$ cat config.mk
export PLATFORM = sky130hd
export DESIGN_NAME = ocp_output_compare
export DESIGN_NICKNAME = d
export VERILOG_FILES = /design/src/ocp_pkg.sv /design/src/ocp_output_compare.sv
export VERILOG_INCLUDE_DIRS = /design/src
export SDC_FILE = /design/constraint.sdc
export NUM_CORES = 1
export LEC_CHECK = 0
export ABC_AREA = 1
export ABC_CLOCK_PERIOD_IN_PS = 4100
export BUFFER_PORTS_ARGS = -buffer_cell sky130_fd_sc_hd__buf_2
export CAP_MARGIN = 5
export CORE_MARGIN = 2
export CORE_UTILIZATION = 37
export DETAILED_ROUTE_END_ITERATION = 12
export GPL_ROUTABILITY_DRIVEN = 0
export GPL_TIMING_DRIVEN = 1
export SLEW_MARGIN = 10
export SYNTH_ARGS = -nofsm -noshare
export SYNTH_HDL_FRONTEND = slang
export SYNTH_SLANG_ARGS = --single-unit
$ cat constraint.sdc
create_clock -name mclk -period 4.1 [get_ports mclk]
set_input_delay 0.41 -clock mclk [delete_from_list [all_inputs] [get_ports mclk]]
set_output_delay 0.41 -clock mclk [all_outputs]
set_load 0.005 [all_outputs]
$ cat src/ocp_map.svh
// Register offsets, field positions and reset values of the compare channel
`ifndef OCP_MAP_SVH
`define OCP_MAP_SVH

// Byte offsets on the register bus
`define OCP_ADDR_CONTROL   5'h00
`define OCP_ADDR_PRIMARY   5'h04
`define OCP_ADDR_SECONDARY 5'h08
`define OCP_ADDR_PERIOD2   5'h0c
`define OCP_ADDR_PERIOD3   5'h10
`define OCP_ADDR_TIMERCTL  5'h14
`define OCP_ADDR_COUNT     5'h18
`define OCP_ADDR_STATUS    5'h1c

// Control word fields
`define OCP_MODE_LSB       0
`define OCP_MODE_MSB       2
`define OCP_TBSEL_BIT      3
`define OCP_FAULT_BIT      4
`define OCP_IDLE_BIT       13

// Timer control and status fields
`define OCP_RUN2_BIT       0
`define OCP_RUN3_BIT       1
`define OCP_IFLAG_BIT      0

// Reset values and the counter increment
`define OCP_RST_WORD       16'h0000
`define OCP_COUNT_ZERO     16'h0000
`define OCP_COUNT_ONE      16'h0001

// Channels allowed to request DMA, and fault input grouping
`define OCP_DMA_LAST_CH    2
`define OCP_FAULTA_LAST_CH 4

`endif

$ cat src/ocp_pkg.sv
// Types shared by the output compare channel
package ocp_pkg;

   // Compare mode codes
   typedef enum logic [2:0] {
      OCP_OFF        = 3'h0,
      OCP_SET_HIGH   = 3'h1,
      OCP_SET_LOW    = 3'h2,
      OCP_TOGGLE     = 3'h3,
      OCP_SINGLE     = 3'h4,
      OCP_CONTINUOUS = 3'h5,
      OCP_PWM        = 3'h6,
      OCP_PWM_FAULT  = 3'h7
   } ocp_mode_t;

   // Software-written control fields
   typedef struct packed {
      logic      idleHalt;
      logic      timeBaseSelect;
      ocp_mode_t compareModeSelect;
   } ocp_ctrl_t;

   // Pulse sequencer states
   typedef enum logic [2:0] {
      OCP_P_IDLE = 3'b001,
      OCP_P_RISE = 3'b010,
      OCP_P_FALL = 3'b100
   } ocp_pulse_t;

endpackage
$ cat src/ocp_output_compare.sv
// One output compare channel with its two time bases and register slave
`include "ocp_map.svh"

// Timing in short: a match is seen on the count of one cycle and shows
// on the pin at the following edge, so the pin lags the count by one.
// The bus answers every access after exactly one wait cycle.
// Duty values pass through the secondary register and reach the compare
// only at a period match, which keeps each PWM period whole.
// The timers are built in with no prescaler; idle halt freezes the
// compare logic but lets the counts run on.

module ocp_output_compare #(
   parameter int CHANNEL = 1
) (
   input  wire logic        mclk,
   input  wire logic        rst,
   input  wire logic [4:0]  address,
   input  wire logic        read,
   input  wire logic        write,
   input  wire logic [3:0]  byteenable,
   input  wire logic [31:0] writedata,
   output logic      [31:0] readdata,
   output logic             waitrequest,
   input  wire logic        cpuIdle,
   input  wire logic        faultInputAN,
   input  wire logic        faultInputBN,
   output logic             compareOutputPin,
   output logic             compareInterruptFlag,
   output logic             dmaRequest
);

   // Byte-lane merge of a 16-bit register
   function automatic logic [15:0] mergeHalf(input logic [15:0] old,
                                             input logic [31:0] data,
                                             input logic [3:0]  be);
      mergeHalf = {be[1] ? data[15:8] : old[15:8],
                   be[0] ? data[7:0]  : old[7:0]};
   endfunction

   // Single and continuous modes share the pulse sequencer
   function automatic logic isPulse(input logic [2:0] m);
      isPulse = (m == ocp_pkg::OCP_SINGLE) ||
                (m == ocp_pkg::OCP_CONTINUOUS);
   endfunction

   // Both duty-cycle modes lock the primary register
   function automatic logic isPwm(input logic [2:0] m);
      isPwm = (m == ocp_pkg::OCP_PWM) || (m == ocp_pkg::OCP_PWM_FAULT);
   endfunction

   ocp_pkg::ocp_ctrl_t  ctrl_q;
   ocp_pkg::ocp_pulse_t pulse_q;
   logic      [15:0] primary_q;
   logic      [15:0] secondary_q;
   logic      [15:0] period2_q;
   logic      [15:0] period3_q;
   logic      [15:0] count2_q;
   logic      [15:0] count3_q;
   logic             run2_q;
   logic             run3_q;
   logic             faultFlag_q;
   logic      [1:0]  faultASync_q;
   logic      [1:0]  faultBSync_q;
   logic      [1:0]  idleSync_q;
   logic             waitReq_q;
   logic      [31:0] readData_q;
   logic             pin_q;
   logic             iflag_q;
   logic             dma_q;

   logic             wrAck;
   logic             wrCtrl;
   logic             wrStatus;
   logic      [15:0] count;
   logic      [15:0] period;
   logic             active;
   logic             priMatch;
   logic             secMatch;
   logic             perMatch;
   logic             pwmMode;
   logic             faultIn;
   logic             faultHit;
   logic             cmpEvent;
   logic             modeWr;
   logic      [2:0]  newMode;

   // Two-stage synchronisers for pins
   // Fault pins idle high, so they reset to their idle level
   always_ff @(posedge mclk or posedge rst) begin
      if (rst) begin
         faultASync_q <= 2'h3;
         faultBSync_q <= 2'h3;
         idleSync_q   <= 2'h0;
      end else begin
         faultASync_q <= {faultASync_q[0], faultInputAN};
         faultBSync_q <= {faultBSync_q[0], faultInputBN};
         idleSync_q   <= {idleSync_q[0], cpuIdle};
      end
   end

   // Bus decode and time base selection
   assign wrAck    = write && !waitReq_q;
   assign wrCtrl   = wrAck && (address == `OCP_ADDR_CONTROL);
   assign wrStatus = wrAck && (address == `OCP_ADDR_STATUS);
   assign modeWr   = wrCtrl && byteenable[0];
   // Mode field as it is being written
   assign newMode  = writedata[`OCP_MODE_MSB:`OCP_MODE_LSB];
   assign count    = ctrl_q.timeBaseSelect ? count3_q : count2_q;
   assign period   = ctrl_q.timeBaseSelect ? period3_q : period2_q;
   assign active   = (ctrl_q.timeBaseSelect ? run3_q : run2_q) &&
                     !(ctrl_q.idleHalt && idleSync_q[1]);
   assign priMatch = active && (count == primary_q);
   assign secMatch = active && (count == secondary_q);
   assign perMatch = active && (count == period);
   assign pwmMode  = isPwm(ctrl_q.compareModeSelect);
   assign faultIn  = (CHANNEL <= `OCP_FAULTA_LAST_CH) ?
                     !faultASync_q[1] : !faultBSync_q[1];
   assign faultHit = (ctrl_q.compareModeSelect ==
                      ocp_pkg::OCP_PWM_FAULT) &&
                     faultIn && !faultFlag_q;

   // Bus handshake: one wait cycle, then acknowledge
   // Read data is ready in the acknowledge cycle, so no extra stall
   always_ff @(posedge mclk or posedge rst) begin
      if (rst) begin
         waitReq_q <= 1'b1;
      end else begin
         waitReq_q <= !((read || write) && waitReq_q);
      end
   end

   // Read data captured as the acknowledge is given
   always_ff @(posedge mclk or posedge rst) begin
      if (rst) begin
         readData_q <= 32'h0000_0000;
      end else if (read && waitReq_q) begin
         unique case (address)
            `OCP_ADDR_CONTROL:   readData_q <= {16'h0000,
               2'h0, ctrl_q.idleHalt, 8'h00, faultFlag_q,
               ctrl_q.timeBaseSelect, ctrl_q.compareModeSelect};
            `OCP_ADDR_PRIMARY:   readData_q <= {16'h0000, primary_q};
            `OCP_ADDR_SECONDARY: readData_q <= {16'h0000, secondary_q};
            `OCP_ADDR_PERIOD2:   readData_q <= {16'h0000, period2_q};
            `OCP_ADDR_PERIOD3:   readData_q <= {16'h0000, period3_q};
            `OCP_ADDR_TIMERCTL:  readData_q <= {30'h0, run3_q, run2_q};
            `OCP_ADDR_COUNT:     readData_q <= {16'h0000, count};
            `OCP_ADDR_STATUS:    readData_q <= {31'h0, iflag_q};
            default:             readData_q <= 32'h0000_0000;
         endcase
      end
   end

   // Control word
   always_ff @(posedge mclk or posedge rst) begin
      if (rst) begin
         ctrl_q <= '0;
      end else if (wrCtrl) begin
         if (byteenable[1])
            ctrl_q.idleHalt <= writedata[`OCP_IDLE_BIT];
         if (byteenable[0]) begin
            ctrl_q.timeBaseSelect <= writedata[`OCP_TBSEL_BIT];
            ctrl_q.compareModeSelect <= ocp_pkg::ocp_mode_t'(newMode);
         end
      end
   end

   // Fault status: set by hardware, cleared by mode rewrite
   always_ff @(posedge mclk or posedge rst) begin
      if (rst) begin
         faultFlag_q <= 1'b0;
      end else if (faultHit) begin
         faultFlag_q <= 1'b1;
      end else if (modeWr) begin
         faultFlag_q <= 1'b0;
      end
   end

   // Compare values and duty double buffer
   always_ff @(posedge mclk or posedge rst) begin
      if (rst) begin
         primary_q   <= `OCP_RST_WORD;
         secondary_q <= `OCP_RST_WORD;
      end else begin
         if (wrAck && address == `OCP_ADDR_SECONDARY)
            secondary_q <= mergeHalf(secondary_q, writedata, byteenable);
         if (pwmMode && perMatch)
            primary_q <= secondary_q;
         else if (!pwmMode && wrAck && address == `OCP_ADDR_PRIMARY)
            primary_q <= mergeHalf(primary_q, writedata, byteenable);
      end
   end

   // Periods and run bits
   always_ff @(posedge mclk or posedge rst) begin
      if (rst) begin
         period2_q <= `OCP_RST_WORD;
         period3_q <= `OCP_RST_WORD;
         run2_q    <= 1'b0;
         run3_q    <= 1'b0;
      end else if (wrAck) begin
         if (address == `OCP_ADDR_PERIOD2)
            period2_q <= mergeHalf(period2_q, writedata, byteenable);
         if (address == `OCP_ADDR_PERIOD3)
            period3_q <= mergeHalf(period3_q, writedata, byteenable);
         if (address == `OCP_ADDR_TIMERCTL && byteenable[0]) begin
            run2_q <= writedata[`OCP_RUN2_BIT];
            run3_q <= writedata[`OCP_RUN3_BIT];
         end
      end
   end

   // Time base counters
   // Counts run in every mode, so modes may change on the fly
   always_ff @(posedge mclk or posedge rst) begin
      if (rst) begin
         count2_q <= `OCP_COUNT_ZERO;
         count3_q <= `OCP_COUNT_ZERO;
      end else begin
         if (run2_q)
            count2_q <= (count2_q == period2_q) ? `OCP_COUNT_ZERO :
                        count2_q + `OCP_COUNT_ONE;
         if (run3_q)
            count3_q <= (count3_q == period3_q) ? `OCP_COUNT_ZERO :
                        count3_q + `OCP_COUNT_ONE;
      end
   end

   // Pulse sequencer for single and continuous modes
   // A mode write re-arms it, so a new single pulse needs only a rewrite
   always_ff @(posedge mclk or posedge rst) begin
      if (rst) begin
         pulse_q <= ocp_pkg::OCP_P_IDLE;
      end else if (modeWr) begin
         pulse_q <= isPulse(newMode) ? ocp_pkg::OCP_P_RISE :
                                       ocp_pkg::OCP_P_IDLE;
      end else begin
         unique case (pulse_q)
            // Disabled or spent: wait for the next mode write
            ocp_pkg::OCP_P_IDLE: pulse_q <= ocp_pkg::OCP_P_IDLE;
            ocp_pkg::OCP_P_RISE: if (priMatch) begin
               pulse_q <= ocp_pkg::OCP_P_FALL;
            end
            ocp_pkg::OCP_P_FALL: if (secMatch) begin
               pulse_q <= (ctrl_q.compareModeSelect ==
                           ocp_pkg::OCP_CONTINUOUS) ?
                          ocp_pkg::OCP_P_RISE : ocp_pkg::OCP_P_IDLE;
            end
            default: pulse_q <= ocp_pkg::OCP_P_IDLE;
         endcase
      end
   end

   // Output pin
   always_ff @(posedge mclk or posedge rst) begin
      if (rst) begin
         pin_q <= 1'b0;
      end else if (modeWr) begin
         // initial pin level
         // Toggle mode keeps whatever level the pin has
         if (newMode == ocp_pkg::OCP_SET_LOW)
            pin_q <= 1'b1;
         else if (newMode != ocp_pkg::OCP_TOGGLE)
            pin_q <= 1'b0;
      end else begin
         unique case (ctrl_q.compareModeSelect)
            ocp_pkg::OCP_OFF:      pin_q <= 1'b0;
            ocp_pkg::OCP_SET_HIGH: if (priMatch) pin_q <= 1'b1;
            ocp_pkg::OCP_SET_LOW:  if (priMatch) pin_q <= 1'b0;
            ocp_pkg::OCP_TOGGLE:   if (priMatch) pin_q <= !pin_q;
            ocp_pkg::OCP_SINGLE, ocp_pkg::OCP_CONTINUOUS: begin
               if (pulse_q == ocp_pkg::OCP_P_RISE && priMatch)
                  pin_q <= 1'b1;
               else if (pulse_q == ocp_pkg::OCP_P_FALL && secMatch)
                  pin_q <= 1'b0;
            end
            ocp_pkg::OCP_PWM, ocp_pkg::OCP_PWM_FAULT: begin
               // fault forces pin low
               // The latch holds it low until the mode is rewritten
               if (faultHit || faultFlag_q)
                  pin_q <= 1'b0;
               else if (active)
                  pin_q <= (count < primary_q);
            end
         endcase
      end
   end

   // Compare events raise the interrupt flag
   // Set, clear and toggle modes count primary matches as events
   always_comb begin
      unique case (ctrl_q.compareModeSelect)
         ocp_pkg::OCP_SET_HIGH, ocp_pkg::OCP_SET_LOW,
         ocp_pkg::OCP_TOGGLE: cmpEvent = priMatch;
         ocp_pkg::OCP_SINGLE, ocp_pkg::OCP_CONTINUOUS:
            cmpEvent = (pulse_q == ocp_pkg::OCP_P_FALL) && secMatch;
         ocp_pkg::OCP_PWM_FAULT: cmpEvent = faultHit;
         default: cmpEvent = 1'b0;
      endcase
   end

   // Interrupt flag: write one to clear, set wins
   always_ff @(posedge mclk or posedge rst) begin
      if (rst) begin
         iflag_q <= 1'b0;
      end else if (cmpEvent) begin
         iflag_q <= 1'b1;
      end else if (wrStatus && byteenable[0] &&
                   writedata[`OCP_IFLAG_BIT]) begin
         iflag_q <= 1'b0;
      end
   end

   // DMA request pulse on compare event, for channels up to OCP_DMA_LAST_CH only
   always_ff @(posedge mclk or posedge rst) begin
      if (rst) begin
         dma_q <= 1'b0;
      end else begin
         dma_q <= cmpEvent && (CHANNEL <= `OCP_DMA_LAST_CH);
      end
   end

   assign readdata             = readData_q;
   assign waitrequest          = waitReq_q;
   assign compareOutputPin     = pin_q;
   assign compareInterruptFlag = iflag_q;
   assign dmaRequest           = dma_q;

endmodule // ocp_output_compare

==> key figures <==
Run status
  – Status: finished clean

Worst setup path
  – CP Buf/Inv Count: 1
  – Crit path largest cell delay: 0.81 ns
  – Setup crit start: ctrl_q[3]
  – Worst R2R End: primary_q[12]
  – Worst Setup EP: primary_q[12]
  – CP Data Arrival Time: 3.56 ns
  – R2r setup slk: 0.85 ns
  – CP startpoint kind: flop
  – RR Startpoint: ctrl_q[3]
  – CP top delay family: simple AND/OR/NAND/NOR gates
  – Reg2reg path depth: 9
  – Crit Path Class: reg2reg
  – CP max FO: 19
  – Crit. End Element: flop
  – Stages on the worst setup path: 9
  – CP required: 4.40 ns
  – CP max-delay cell: dfrtp_1
  – Crit-path cells: inv_2 -> nand2_1 -> nand2_1 -> xnor2_1 -> nand4_1 -> nor2_4 -> nand3_4 -> nand3_1 -> nand3_1

Detailed routing
  – Total vias in the final route: 7566
  – Met1 Wirelength: 11400 µm
  – Met2 wire len: 11190 µm
  – Top Metal Used: met4
  – Initial DRC count: 753
  – Routed wl met3: 1707 µm
  – Final WL: 25050 µm
  – DRT Pass-1 Iters: 7
  – Vias per cell: 5.306
  – # DRC: 0
  – Final ANT Viol Nets: 0
  – Wirelength per Cell: 17.57 µm

Global routing
  – First-pass GRT wire length: 38570 µm
  – GRT Util Overall: 0.2252
  – Largest net degree at the start of global routing: 99
  – Initial antenna violation count: 0
  – Overflow after GRT: 0
  – Via count of the first global-routing pass: 6894

Power and ir drop
  – Leak: 4.520 nW
  – Pwr Total: 0.004258 W
  – Sequential share of power: 0.384
  – Net Sw Power: 0.001456 W
  – Pwr/cell area: 465.8 nW/µm²
  – Gate power share: 0.237
  – Sw Share: 0.3419
  – VDD IR max: 225.6 µV
  – Clk pwr share: 0.379
  – Internal power: 0.002802 W

Clock tree
  – CTS resizes: 0
  – Worst-Skew Late Latency: 0.43 ns
  – CTS clk-pin slew, worst paths: 0.06 ns
  – Clock root buffer: clkbuf_16
  – Cts hold-fix bufs: 0
  – CTS tree: done
  – Total CTS buffers: 17
  – # H-tree levels: 4
  – Num Clock Sinks: 131
  – Clock Path Buffers: 2
  – Post-CTS Setup Repair Bufs: 0

Floorplan
  – Initial Util: 0.3737
  – Die ar.: 23030 µm²
  – Horiz. Die Dim: 151.8 µm
  – Core area: 21620 µm²
  – Die Ht: 151.8 µm
  – IO Pins: 84
  – Row count: 54

Synth
  – Gate Count Post-Synth: 1092
  – #FFs+latches synth: 131
  – Leading post-synthesis cells by cell area: dfrtp_1 (39%), nand2_1 (14%), inv_1 (7.1%)
  – YS warnings: 0
  – Number of synthesized flops with an enable pin: 0
  – Primary FF master, synth: dfrtp_1
  – Ys async rst share: 1.000
  – Synth unique cells: 46
  – Register area share after synthesis: 0.4064
  – Synth Cell Area: 8079 µm²
  – Mapped Avg Cell Area: 7.398 µm²
  – Share of the synthesized area in the top cell type: 0.3934
  – Leading area contributor after synthesis: dfrtp_1

Layout
  – Most frequent cells in the layout: nand2_1 (296), inv_1 (151), dfrtp_1 (127)
  – Post-route cell area: 9141 µm²
  – Area delta synth->final: 13.15%
  – Nets: 1199
  – Register Area: 3283 µm²
  – # fillers: 2245
  – Share of cells above drive strength 1: 0.08988
  – Most common cell after layout, fill and taps aside: nand2_1
  – Inserted Diodes: 0
  – Multi-input logic area: 3994 µm²

STA
  – Final setup fails: 0
  – Slew HR: 0.3833
  – Least-Margin Pin Slew: 0.9228 ns
  – Final Critical Period: 3.253 ns
  – Final clock skew: 0.01274 ns
  – Final Max Tran Viols: 0
  – TNS Setup: 0 ns
  – Final hold viol count: 0
  – Fmax: 307.4 MHz
  – Final Cycle Share: 0.7935
  – RSZ-0062 raised after global routing: no

Min path
  – Hold path depth: 1
  – Path type of the worst min-delay path: in2reg

Placed design
  – Area of placed instances: 8519 µm²
  – Number of I/O port buffers: 48
  – Placed wire-length estimate: 18670 µm

Flow run
  – MaxCap Viol Count: 0
-- per-stage QoR --
stage	std cells	utilization	hold slack (ns)	setup WS, ns
final	1426	0.4228	0.07379	0.8468
after global routing	1426	0.4228	0.06824	0.7328
after CTS	1426	0.4228	0.06231	0.9640
after detailed placement	1394	0.3940	0.3347	0.9765
after global placement	1394	0.3940	0.3359	1.000
after floorplan	1107	-	0.3312	0.1989
-- synth_stat cells (4+ instances only) --
cell type  count
buf_2          8
nor2_1        71
nand2_1      296
or2_2          5
clkbuf_1      18
nor3_1        11
ha_1          18
a221oi_1      12
a21oi_1       18
nand4_1       38
nor4_1         5
xnor2_1       34
o22ai_1       10
o221ai_1      10
a31oi_1        4
buf_4         20
o21ai_1        5
nand3b_1       6
inv_1        152
dfrtp_1      127
dfstp_2        4
o21ai_0       95
nand3_1       77
xor2_1        17
-- routing by layer --
metal,vias up,global-route usage
met3,47,0.04551
li1,3631,-
met5,-,0
met2,296,0.3428
met1,3592,0.3127
met4,0,0.09259
-- final cells by class --
cell class	count	share of cell area
clock buffer	22	0.05188
clock inverter	10	0.01615
inverter	153	0.06337
multi-input combinational	774	0.4369
sequential	131	0.3592
tap	280	0.03832
timing repair buffer	56	0.03422
-- state kept, by name (all words and copies together) (netlist names) --
name                  flops
run3_q                    1
period3_q                16
compareOutputPin          1
waitrequest               1
count3_q                 16
idleSync_q                2
readdata                 16
faultASync_q              2
count2_q                 16
ctrl_q                    5
pulse_q                   3
primary_q                16
secondary_q              16
faultFlag_q               1
dmaRequest                1
compareInterruptFlag      1
period2_q                16
run2_q                    1
-- power groups by stage --
| stage | registers [W] | logic (W) | clock network [W] |
|---|---|---|---|
| 2_1_floorplan | 0.00158 | 0.000740 | 0 |
| 3_3_place_gp | 0.00165 | 0.000979 | 0 |
| 3_5_place_dp | 0.00165 | 0.000993 | 0 |
| 4_1_cts | 0.00163 | 0.00100 | 0.00164 |
| 5_1_grt | 0.00166 | 0.00113 | 0.00169 |
| 6_report | 0.00164 | 0.00101 | 0.00161 |
-- logic make-up (layout without fill, tap and decap cells) --
| logic type | count (synthesis) | in the layout | synth area share |
|---|---|---|---|
| xor gates and xnor gates | 51 | 51 | 0.05529 |
| other | 1 | 16 | 0.0004642 |
| muxes | 1 | 1 | 0.001239 |
| and+or+nand+nor | 517 | 517 | 0.2785 |
| DFF | 131 | 131 | 0.4064 |
| AOI/OAI and AO/OA | 171 | 171 | 0.1241 |
| buffers and inverters | 202 | 241 | 0.1062 |
| adders and majority gates | 18 | 18 | 0.02788 |
-- worst min path at each step --
| stage | to | slack [ns] | startpoint |
|---|---|---|---|
| floorplan | idleSync_q[1] | 0.33 | idleSync_q[0] |
| global placement | idleSync_q[1] | 0.34 | idleSync_q[0] |
| detailed placement | idleSync_q[1] | 0.33 | idleSync_q[0] |
| CTS | faultASync_q[0] | 0.06 | faultInputAN |
| global route | faultASync_q[0] | 0.07 | faultInputAN |
| finish | faultASync_q[0] | 0.07 | faultInputAN |
(Power assumes the default switching activity.)
